<file path="src/assj_pkg.sv">
package assj_pkg;

	// register byte offsets
	localparam logic [7:0] OFS_CTRL = 8'h00;
	localparam logic [7:0] OFS_STAT = 8'h04;
	localparam logic [7:0] OFS_STOPSEL = 8'h08;
	localparam logic [7:0] OFS_SPEED = 8'h0C;
	localparam logic [7:0] OFS_JOGLIM = 8'h10;
	localparam logic [7:0] OFS_AXLIM = 8'h14;
	localparam logic [7:0] OFS_DECEL = 8'h18;
	localparam logic [7:0] OFS_IRQST = 8'h1C;
	localparam logic [7:0] OFS_IRQMSK = 8'h20;
	localparam logic [7:0] OFS_DROOP = 8'h24;
	localparam logic [7:0] OFS_ARC = 8'h28;
	localparam logic [7:0] OFS_ARC_CEN = 8'h5C;
	localparam logic [7:0] OFS_ARC_END = 8'h60;

	// control register bits
	localparam int CB_START = 0;
	localparam int CB_STOP = 1;
	localparam int CB_JOG = 2;
	localparam int CB_JOGDIR = 3;
	localparam int CB_CHGOVR = 4;
	localparam int CB_SPDCHG = 5;
	localparam int CB_STOPGRP_LO = 8;

	// interrupt event bits
	localparam int EV_START = 0;
	localparam int EV_DONE = 1;
	localparam int EV_ERR = 2;
	localparam int EV_W = 3;

	localparam logic [1:0] SEL_SUDDEN = 2'h1;
	localparam logic [7:0] ERR_NONE = 8'h00;
	localparam logic [7:0] ERR_JOG_LIMIT = 8'h01;
	localparam logic [7:0] ERR_BUSY_START = 8'h02;
	localparam logic [15:0] DECEL_RST = 16'h0064;
	localparam logic [15:0] SPEED_RST = 16'h0000;

	localparam int CLK_MHZ = 100;
	localparam int SCAN_US = 1000;
	localparam int SCAN_CYC = CLK_MHZ * SCAN_US;

	typedef enum logic [2:0] {
		ASSJ_IDLE = 3'b000,
		ASSJ_RUN = 3'b001,
		ASSJ_DROOP = 3'b010,
		ASSJ_DECEL = 3'b011,
		ASSJ_SUDDEN = 3'b100
	} assj_state_e;

	typedef struct packed {
		logic [7:0] paddr;
		logic psel;
		logic penable;
		logic pwrite;
		logic [31:0] pwdata;
	} assj_apb_req_s;

	typedef struct packed {
		logic [15:0] x;
		logic [15:0] y;
	} assj_point_s;

endpackage : assj_pkg
</file>
<file path="src/assj_axis.sv">
// Design decisions made here: register access over APB and the register addresses.
`timescale 1ns/1ns
module assj_axis
	import assj_pkg::*;
#(
	parameter int SCAN_CYCLES = SCAN_CYC
) (
	input wire logic clock,
	input wire logic srst,
	input wire logic [7:0] paddr,
	input wire logic psel,
	input wire logic penable,
	input wire logic pwrite,
	input wire logic [31:0] pwdata,
	output logic [31:0] prdata,
	output logic pready,
	output logic pslverr,
	input wire logic op_done,
	output logic busy,
	output logic [2:0] op_status,
	output logic [7:0] error_number,
	output logic sudden_active,
	output logic [15:0] decel_time,
	output logic [15:0] cmd_speed,
	output logic [15:0] arc_centre_x,
	output logic [15:0] arc_centre_y,
	output logic [15:0] arc_end_x,
	output logic [15:0] arc_end_y,
	output logic irq
);

	if (SCAN_CYCLES < 1) begin : g_scan_check
		$error("SCAN_CYCLES must be at least 1");
	end

	assj_apb_req_s req;
	assign req = '{paddr, psel, penable, pwrite, pwdata};

	logic wr_en;
	logic rd_en;
	assign wr_en = req.psel && req.penable && req.pwrite;
	assign rd_en = req.psel && req.penable && !req.pwrite;

	logic [31:0] ctrl;
	logic [5:0] stop_select;
	logic [15:0] speed_reg;
	logic [15:0] jog_speed_ceiling;
	logic [15:0] axis_speed_ceiling;
	logic [15:0] sudden_stop_decel_time;
	logic [15:0] norm_decel;
	logic [EV_W-1:0] irq_status;
	logic [EV_W-1:0] irq_mask;
	logic [15:0] droop_count;
	assj_point_s arc_start;
	assj_point_s arc_centre_rel;
	assj_point_s arc_end_rel;
	logic op_done_s1;
	logic op_done_s2;

	assj_state_e state;
	logic start_q;
	logic stop_q;
	logic jog_q;
	logic [1:0] latched_sel;
	logic [EV_W-1:0] ev;

	wire logic start_req = ctrl[CB_START];
	wire logic stop_req = ctrl[CB_STOP];
	wire logic jog_req = ctrl[CB_JOG];
	wire logic [1:0] stop_grp = ctrl[CB_STOPGRP_LO +: 2];
	wire logic start_rise = start_req && !start_q;
	wire logic stop_rise = stop_req && !stop_q;
	wire logic jog_rise = jog_req && !jog_q;

	function automatic logic [1:0] grp_sel(input logic [5:0] sel,
		input logic [1:0] grp);
		logic [1:0] r;
		r = 2'h0;
		case (grp)
			2'h1: r = sel[1:0];
			2'h2: r = sel[3:2];
			2'h3: r = sel[5:4];
			default: r = sel[1:0];
		endcase
		return r;
	endfunction : grp_sel

	// apb write side
	always_ff @(posedge clock) begin
		if (srst) begin
			ctrl <= '0;
			stop_select <= '0;
			jog_speed_ceiling <= '0;
			axis_speed_ceiling <= '0;
			sudden_stop_decel_time <= DECEL_RST;
			norm_decel <= DECEL_RST;
			irq_mask <= '0;
			droop_count <= '0;
			arc_start <= '0;
		end else if (wr_en) begin
			unique case (req.paddr)
				OFS_CTRL: ctrl <= req.pwdata;
				OFS_STOPSEL: stop_select <= req.pwdata[5:0];
				OFS_JOGLIM: jog_speed_ceiling <= req.pwdata[15:0];
				OFS_AXLIM: axis_speed_ceiling <= req.pwdata[15:0];
				OFS_DECEL: begin
					norm_decel <= req.pwdata[15:0];
					sudden_stop_decel_time <= req.pwdata[31:16];
				end
				OFS_IRQMSK: irq_mask <= req.pwdata[EV_W-1:0];
				OFS_DROOP: droop_count <= req.pwdata[15:0];
				OFS_ARC: arc_start <= req.pwdata;
				default: ;
			endcase
		end else if (state == ASSJ_DROOP && droop_count != '0) begin
			droop_count <= droop_count - 16'h0001;
		end
	end

	// speed change only while idle or while changeover indication is on
	always_ff @(posedge clock) begin
		if (srst) begin
			speed_reg <= SPEED_RST;
		end else if (wr_en && req.paddr == OFS_SPEED && state == ASSJ_IDLE) begin
			speed_reg <= req.pwdata[15:0];
		end else if (wr_en && req.paddr == OFS_SPEED && ctrl[CB_CHGOVR]) begin
			speed_reg <= req.pwdata[15:0];
		end
	end

	// incremental arc: offsets relative to arc start
	always_ff @(posedge clock) begin
		if (srst) begin
			arc_centre_rel <= '0;
			arc_end_rel <= '0;
		end else if (wr_en && req.paddr == OFS_ARC) begin
			arc_centre_rel <= '0;
			arc_end_rel <= '0;
		end else if (wr_en && req.paddr == OFS_ARC_CEN) begin
			arc_centre_rel <= req.pwdata;
		end else if (wr_en && req.paddr == OFS_ARC_END) begin
			arc_end_rel <= req.pwdata;
		end
	end

	always_ff @(posedge clock) begin
		if (srst) begin
			arc_centre_x <= '0;
			arc_centre_y <= '0;
			arc_end_x <= '0;
			arc_end_y <= '0;
		end else begin
			arc_centre_x <= arc_start.x + arc_centre_rel.x;
			arc_centre_y <= arc_start.y + arc_centre_rel.y;
			arc_end_x <= arc_start.x + arc_end_rel.x;
			arc_end_y <= arc_start.y + arc_end_rel.y;
		end
	end

	always_ff @(posedge clock) begin
		if (srst) begin
			op_done_s1 <= 1'b0;
			op_done_s2 <= 1'b0;
			start_q <= 1'b0;
			stop_q <= 1'b0;
			jog_q <= 1'b0;
		end else begin
			op_done_s1 <= op_done;
			op_done_s2 <= op_done_s1;
			start_q <= start_req;
			stop_q <= stop_req;
			jog_q <= jog_req;
		end
	end

	// axis sequencer
	always_ff @(posedge clock) begin
		if (srst) begin
			state <= ASSJ_IDLE;
			busy <= 1'b0;
			error_number <= ERR_NONE;
			latched_sel <= 2'h0;
			sudden_active <= 1'b0;
			decel_time <= DECEL_RST;
			ev <= '0;
		end else begin
			ev <= '0;
			unique case (state)
				ASSJ_IDLE: begin
					if (jog_rise) begin
						if (jog_speed_ceiling > axis_speed_ceiling) begin
							error_number <= ERR_JOG_LIMIT;
							ev[EV_ERR] <= 1'b1;
						end else begin
							busy <= 1'b1;
							error_number <= ERR_NONE;
							ev[EV_START] <= 1'b1;
							state <= ASSJ_DROOP;
						end
					end else if (start_rise) begin
						busy <= 1'b1;
						error_number <= ERR_NONE;
						ev[EV_START] <= 1'b1;
						state <= ASSJ_RUN;
					end
				end
				ASSJ_DROOP: begin
					if (stop_rise) begin
						state <= ASSJ_IDLE;
						busy <= 1'b0;
						ev[EV_DONE] <= 1'b1;
					end else if (droop_count == '0) begin
						state <= ASSJ_RUN;
					end
				end
				ASSJ_RUN: begin
					if (start_rise) begin
						error_number <= ERR_BUSY_START;
						ev[EV_ERR] <= 1'b1;
					end
					if (stop_rise) begin
						latched_sel <= grp_sel(stop_select, stop_grp);
						if (grp_sel(stop_select, stop_grp) == SEL_SUDDEN) begin
							state <= ASSJ_SUDDEN;
							sudden_active <= 1'b1;
							decel_time <= sudden_stop_decel_time;
						end else begin
							state <= ASSJ_DECEL;
							decel_time <= norm_decel;
						end
					end else if (op_done_s2) begin
						state <= ASSJ_IDLE;
						busy <= 1'b0;
						ev[EV_DONE] <= 1'b1;
					end
				end
				ASSJ_DECEL, ASSJ_SUDDEN: begin
					// repeated stop is ignored; latched choice is kept
					if (op_done_s2) begin
						state <= ASSJ_IDLE;
						busy <= 1'b0;
						sudden_active <= 1'b0;
						ev[EV_DONE] <= 1'b1;
					end
				end
				default: state <= ASSJ_IDLE;
			endcase
		end
	end

	always_ff @(posedge clock) begin
		if (srst) begin
			op_status <= 3'h0;
		end else begin
			op_status <= state;
		end
	end

	always_ff @(posedge clock) begin
		if (srst) begin
			cmd_speed <= SPEED_RST;
		end else begin
			cmd_speed <= speed_reg;
		end
	end

	// sticky events, set wins over write-one-to-clear
	always_ff @(posedge clock) begin
		if (srst) begin
			irq_status <= '0;
		end else if (wr_en && req.paddr == OFS_IRQST) begin
			irq_status <= (irq_status & ~req.pwdata[EV_W-1:0]) | ev;
		end else begin
			irq_status <= irq_status | ev;
		end
	end

	always_ff @(posedge clock) begin
		if (srst) begin
			irq <= 1'b0;
		end else begin
			irq <= |(irq_status & irq_mask);
		end
	end

	// apb read side; zero wait states
	always_ff @(posedge clock) begin
		if (srst) begin
			prdata <= '0;
			pready <= 1'b0;
			pslverr <= 1'b0;
		end else begin
			pready <= req.psel && !req.penable;
			pslverr <= 1'b0;
			if (req.psel && !req.penable && !req.pwrite) begin
				unique case (req.paddr)
					OFS_CTRL: prdata <= ctrl;
					OFS_STAT: prdata <= {11'h000, sudden_active, latched_sel,
						error_number, 5'h00, state, 1'b0, busy};
					OFS_STOPSEL: prdata <= {26'h0, stop_select};
					OFS_SPEED: prdata <= {16'h0000, speed_reg};
					OFS_JOGLIM: prdata <= {16'h0000, jog_speed_ceiling};
					OFS_AXLIM: prdata <= {16'h0000, axis_speed_ceiling};
					OFS_DECEL: prdata <= {sudden_stop_decel_time, norm_decel};
					OFS_IRQST: prdata <= {29'h0, irq_status};
					OFS_IRQMSK: prdata <= {29'h0, irq_mask};
					OFS_DROOP: prdata <= {16'h0000, droop_count};
					OFS_ARC: prdata <= arc_start;
					default: begin
						prdata <= '0;
						pslverr <= 1'b1;
					end
				endcase
			end
		end
	end

	logic unused_rd;
	assign unused_rd = rd_en;
endmodule : assj_axis

</file>
<file path="config.mk">
export PLATFORM = sky130hd
export DESIGN_NAME = assj_axis
export DESIGN_NICKNAME = d
export VERILOG_FILES = /design/src/assj_pkg.sv /design/src/assj_axis.sv
export SDC_FILE = /design/constraint.sdc
export NUM_CORES = 1
export LEC_CHECK = 0
export ABC_AREA = 1
export ABC_CLOCK_PERIOD_IN_PS = 2100
export BUFFER_PORTS_ARGS = -buffer_cell sky130_fd_sc_hd__buf_2
export CAP_MARGIN = 20
export CORE_ASPECT_RATIO = 1.75
export CORE_MARGIN = 2
export CORE_UTILIZATION = 45
export DETAILED_ROUTE_END_ITERATION = 16
export MAX_ROUTING_LAYER = met4
export RECOVER_POWER = 50
export SLEW_MARGIN = 0
export SYNTH_ARGS = -nofsm -noshare
export SYNTH_HDL_FRONTEND = slang
export SYNTH_SLANG_ARGS = --single-unit
</file>
<file path="constraint.sdc">
create_clock -name clock -period 2.1 [get_ports clock]
set_clock_uncertainty 0.05 [all_clocks]
set_input_delay 0.21 -clock clock [delete_from_list [all_inputs] [get_ports clock]]
set_output_delay 0.21 -clock clock [all_outputs]
set_load 0.005 [all_outputs]
</file>
# After elaboration in Yosys (flattened, before gate mapping)
# Index checks and enable logic that the tools add are counted.
# classes
n_addsub	5
multipliers	0
div_mod_pow	0
magnitude_cmp	1
eq_ne	29
shift	0
muxes	48
bitwise_logic	8
reduce_logical	49
# ops
op	n
$pmux W32 S11	1
$mux W16	6
$add A16 B16 Y16	4
$eq A8 B5 Y1 const B	4
$mux W3	9
$eq A8 B6 Y1 const B	3
$mux W8	3
$reduce_and A2 Y1	10
$mux W1	19
$eq A8 B4 Y1 const B	2
$eq A8 B7 Y1 const B	2
$gt A16 B16 Y1	1
$logic_not A16 Y1	1
$pmux W8 S2	1
$reduce_bool A16 Y1	1
$sub A16 B1 Y16 const B	1
$logic_and A1 B1 Y1	15
$ne A2 B2 Y1 const B	6
$pmux W3 S4	1
$reduce_or A11 Y1	1
$eq A8 B3 Y1 const B	1
$logic_not A8 Y1	1
$reduce_bool A2 Y1	4
$reduce_or A2 Y1	4
other kinds (24)	39
# totals
register_bits	393
latchBits	0
ram_bits	0
rom_bits	0
inputBits	46
output_inout_bits	144
n_memories	0

# Longest topological paths before layout
# logic_depth
depth_word	9
depth_mapped	16
ltp_nobuf	16

# Least setup slack after synthesis
# Ideal clock, no wire load.
# synth_timing
path_type	register to register
from	register arc_start[0] in the netlist's numbering
to	register arc_centre_y[12]
setup_time_ns	0.071
arrival_time_ns	1.793
t_required_ns	1.979
slack_ns	0.187
path_stages_with_launch	13
n_path_buf	0
period_less_slack_ns	1.913
cell_sequence	dfxtp_1 -> ha_1 -> inv_1 -> fa_1 -> o21ai_0 -> a21oi_1 -> inv_1 -> nand2_1 -> nand2_1 -> nand2_1 -> nand2_1 -> nand2_1 -> a21oi_1
# synth_via
elab_chain_cells	1
# synth_lines
item	line_no	text
from (decl)	assj_axis.sv:54	assj_point_s arc_start;
from (signal assigned)	assj_axis.sv:112	OFS_ARC: arc_start <= req.pwdata;
$add A16 B16 Y16	assj_axis.sv:154	arc_centre_y <= arc_start.y + arc_centre_rel.y;
to (signal assigned)	assj_axis.sv:154	
to (decl)	assj_axis.sv:26	output logic [15:0] arc_centre_y,
# No other way between the ends.
# A chain may end at the register's enable or synchronous reset.

# Worst setup path in the final report
# layout_timing
from	register arc_start[2] in the netlist's numbering
to	register arc_centre_y[11]
# The elaborated chain is that of the path after synthesis.

==> results.md <==
- # H-tree levels: 2
- Top-count cell post-synth: dfxtp_1
- Worst slack at placement: -0.0547 ns
- Ratio of cells with drive above 1 in the final layout: 13.1%
- Area of the multi-input gates: 8470 sq um
- Starting density of the core: roughly 45%
- Drt initial violations: approximately 1300
- Root Buffer: clkbuf_16
- DP HPWL: 48.6 mm
- Hold_sp: pwdata[7]
- Final nets: around 2800
- Top FF cell, synth: dfxtp_1
- Cell Area, Synth: 17700 sq um
- # diodes: 0
- Setup-failing EPs final: 0
- Area share of the leading cell type in the synthesized netlist: a little over two fifths
- Final worst path period share: about 95%
- Post-synth top cells: dfxtp_1 (387), nand2_1 (375), a21oi_1 (325)
- CTS Buf Count: 39
- Leak: 0.00898 uW
- Longest Clk Path Bufs: 3
- GR Util All Layers: 32.0%
- PwrDens: between 800 and 900 nW/um^2
- Die X: about 150 microns
- Post-CTS Repair Setup Buffers: 0
- Die height: around 270 microns
- Row count: 96
- Syn avg cell area: between 7 and 8 sq um
- Vias/cell: roughly 5.5
- Initial antenna violation count: 0
- Worst Tran Pin Value: a little over 0.8 ns
- P&R area growth vs syn: 20.8%
- Filler cell count: roughly 3900
- Detailed Route WL: between 60 and 70 mm
- Seq/Total Area, Yosys: about 44%
- Gr ovfl total: 0
- Yosys warns: 0
- Final hold viol count: 0
- Crit path launch: arc_start[2]$_SDFFE_PP0P_
- Port-buffer cells: approximately 180
- Area of the core: ~39000 sq um
- HP Class: in -> reg
- Largest net degree at the start of global routing: slightly below 70
- Count of state elements after synthesis: 387
- Setup TNS: 0 ns
- Die area: around 40000 sq um
- Number of synthesized flops with an enable pin: 0
- Vias: ~17000
- Max-Cap Viols: 0
- CP Class: reg -> reg
- Worst slew margin: a little under half
- Slew Limit Fails: 0
- Clock sink count: 387
- Global-route wire length before repair: 97.3 mm
- Setup WS post-layout: just over 0.1 ns
- Worst-path clk slew: 0.07 ns
- Crit path DAT: approximately 2.4 ns
- CP Max Fanout: 4
- FF-to-FF Start: arc_start[2]$_SDFFE_PP0P_
- WL/cell: ~21 microns
- Ys async rst share: 0%
- Register area: ~7800 sq um
- First-pass iteration count of the detailed router: 9
- Fmax achieved: ~500 MHz
- Endpoint class of the critical path: register
- Gpl congestion: between 0.9 and 1
- DR DRC count: 0
- Gate Count Post-Synth: 2380
- CTS tree: done
- Critical Path RT: 2.53 ns
- Area contributors post-synth: dfxtp_1 (44%), a21oi_1 (9.2%), nand2_1 (7.9%), o21ai_0 (7.7%), inv_1 (6.2%)
- Top-level port count: 190
- Post-synth cell types: 47
- VDD IR max: roughly 0.63 mV
- Synth area leader: dfxtp_1
- Worst skew pair latency: 0.54 ns
- Post-route ant nets: 0
- Final Critical Period: 2.00 ns
- Status: completed
- Vias in the first global route: around 17000
- CP Launch Type: register
## metrics by stage
stage	hold WS [ns]	cell area (sq um)	power, uW	util [%]	std cells
6_report	0.0220	21400	19100	54.9	3156
5_1_grt	0.0218	21400	19900	54.9	3156
4_1_cts	0.00343	21500	19200	55.0	3156
3_5_place_dp	0.350	19800	11500	50.8	3062
3_3_place_gp	0.353	19800	11600	50.8	3062
2_1_floorplan	0.239	17800	10000	-	2385
## area by class of cell
| cell class | count | share of cell area (%) |
|---|---|---|
| clock buffer | 52 | 5.36 |
| clock inverter | 17 | 1.17 |
| inverter | 303 | 5.32 |
| multi-input combinational | 1582 | 39.5 |
| sequential | 387 | 36.2 |
| tap | 490 | 2.86 |
| timing repair buffer | 325 | 9.56 |
## logic make-up (layout without fill, tap and decap cells)
kind of cell    after synthesis  after routing  synth area share [%]
xor+xnor                     10             10                 0.494
other cells                   1              6                0.0211
simple gates                738            738                  17.0
compound gates              747            747                  23.7
flops                       387            387                  43.7
fa+ha+maj                    81             81                  5.88
buf+inv                     416            697                  9.24
## path summary, 6_finish.rpt
kind                                                      endpoint  slack [ns]  cells after the start
worst max-delay path                   arc_centre_y[11]$_SDFF_PP0_        0.10                     10
worst min-delay path            axis_speed_ceiling[7]$_SDFFE_PP0P_        0.02                      3
worst max register to register         arc_centre_y[11]$_SDFF_PP0_        0.10                     10
worst min register to register               op_done_s2$_SDFF_PP0_        0.36                      2
## report_power, final
part | internal, uW | switching, uW | leakage (uW)
Combinational | 1370 | 2420 | 0.00519
Clock | 4590 | 3040 | 0.000676
Sequential | 7540 | 183 | 0.00312
## cell usage in the layout (no fill, tap or decap), drive strengths merged, types with 25 or more instances in the layout
master         n
dfxtp        387
nand2        375
a21oi        325
inv          302
o21ai        276
nor2         243
buf          207
clkbuf       145
nand3         80
ha            77
a211oi        50
dlygate4sd3   25
## timing repair
action | CTS | global route
resized for setup | 3 | 39
hold buffers | 25 | 0
pin swaps | 0 | 3
setup endpoints to repair | 7 | 42
hold endpoints to repair | 65 | 0
## worst max-delay path: stages (launching register included)
cell	delay (ns)
dfxtp_2	0.36
ha_1	0.37
a21oi_1	0.26
a21oi_2	0.12
nor2_2	0.17
o21ai_0	0.10
buf_4	0.17
a21o_1	0.16
nand2_1	0.05
nand2_1	0.04
nor2_1	0.08
## layer usage
layer | global-route usage (%) | vias up | share of wire [%]
met5 | - | - | 0
li1 | - | 8450 | -
met4 | 20.3 | 0 | 7.2
met1 | 34.0 | 8037 | 37
met2 | 56.6 | 558 | 51
met3 | 3.49 | 188 | 4.9
Power figures use the tool's default switching activity.
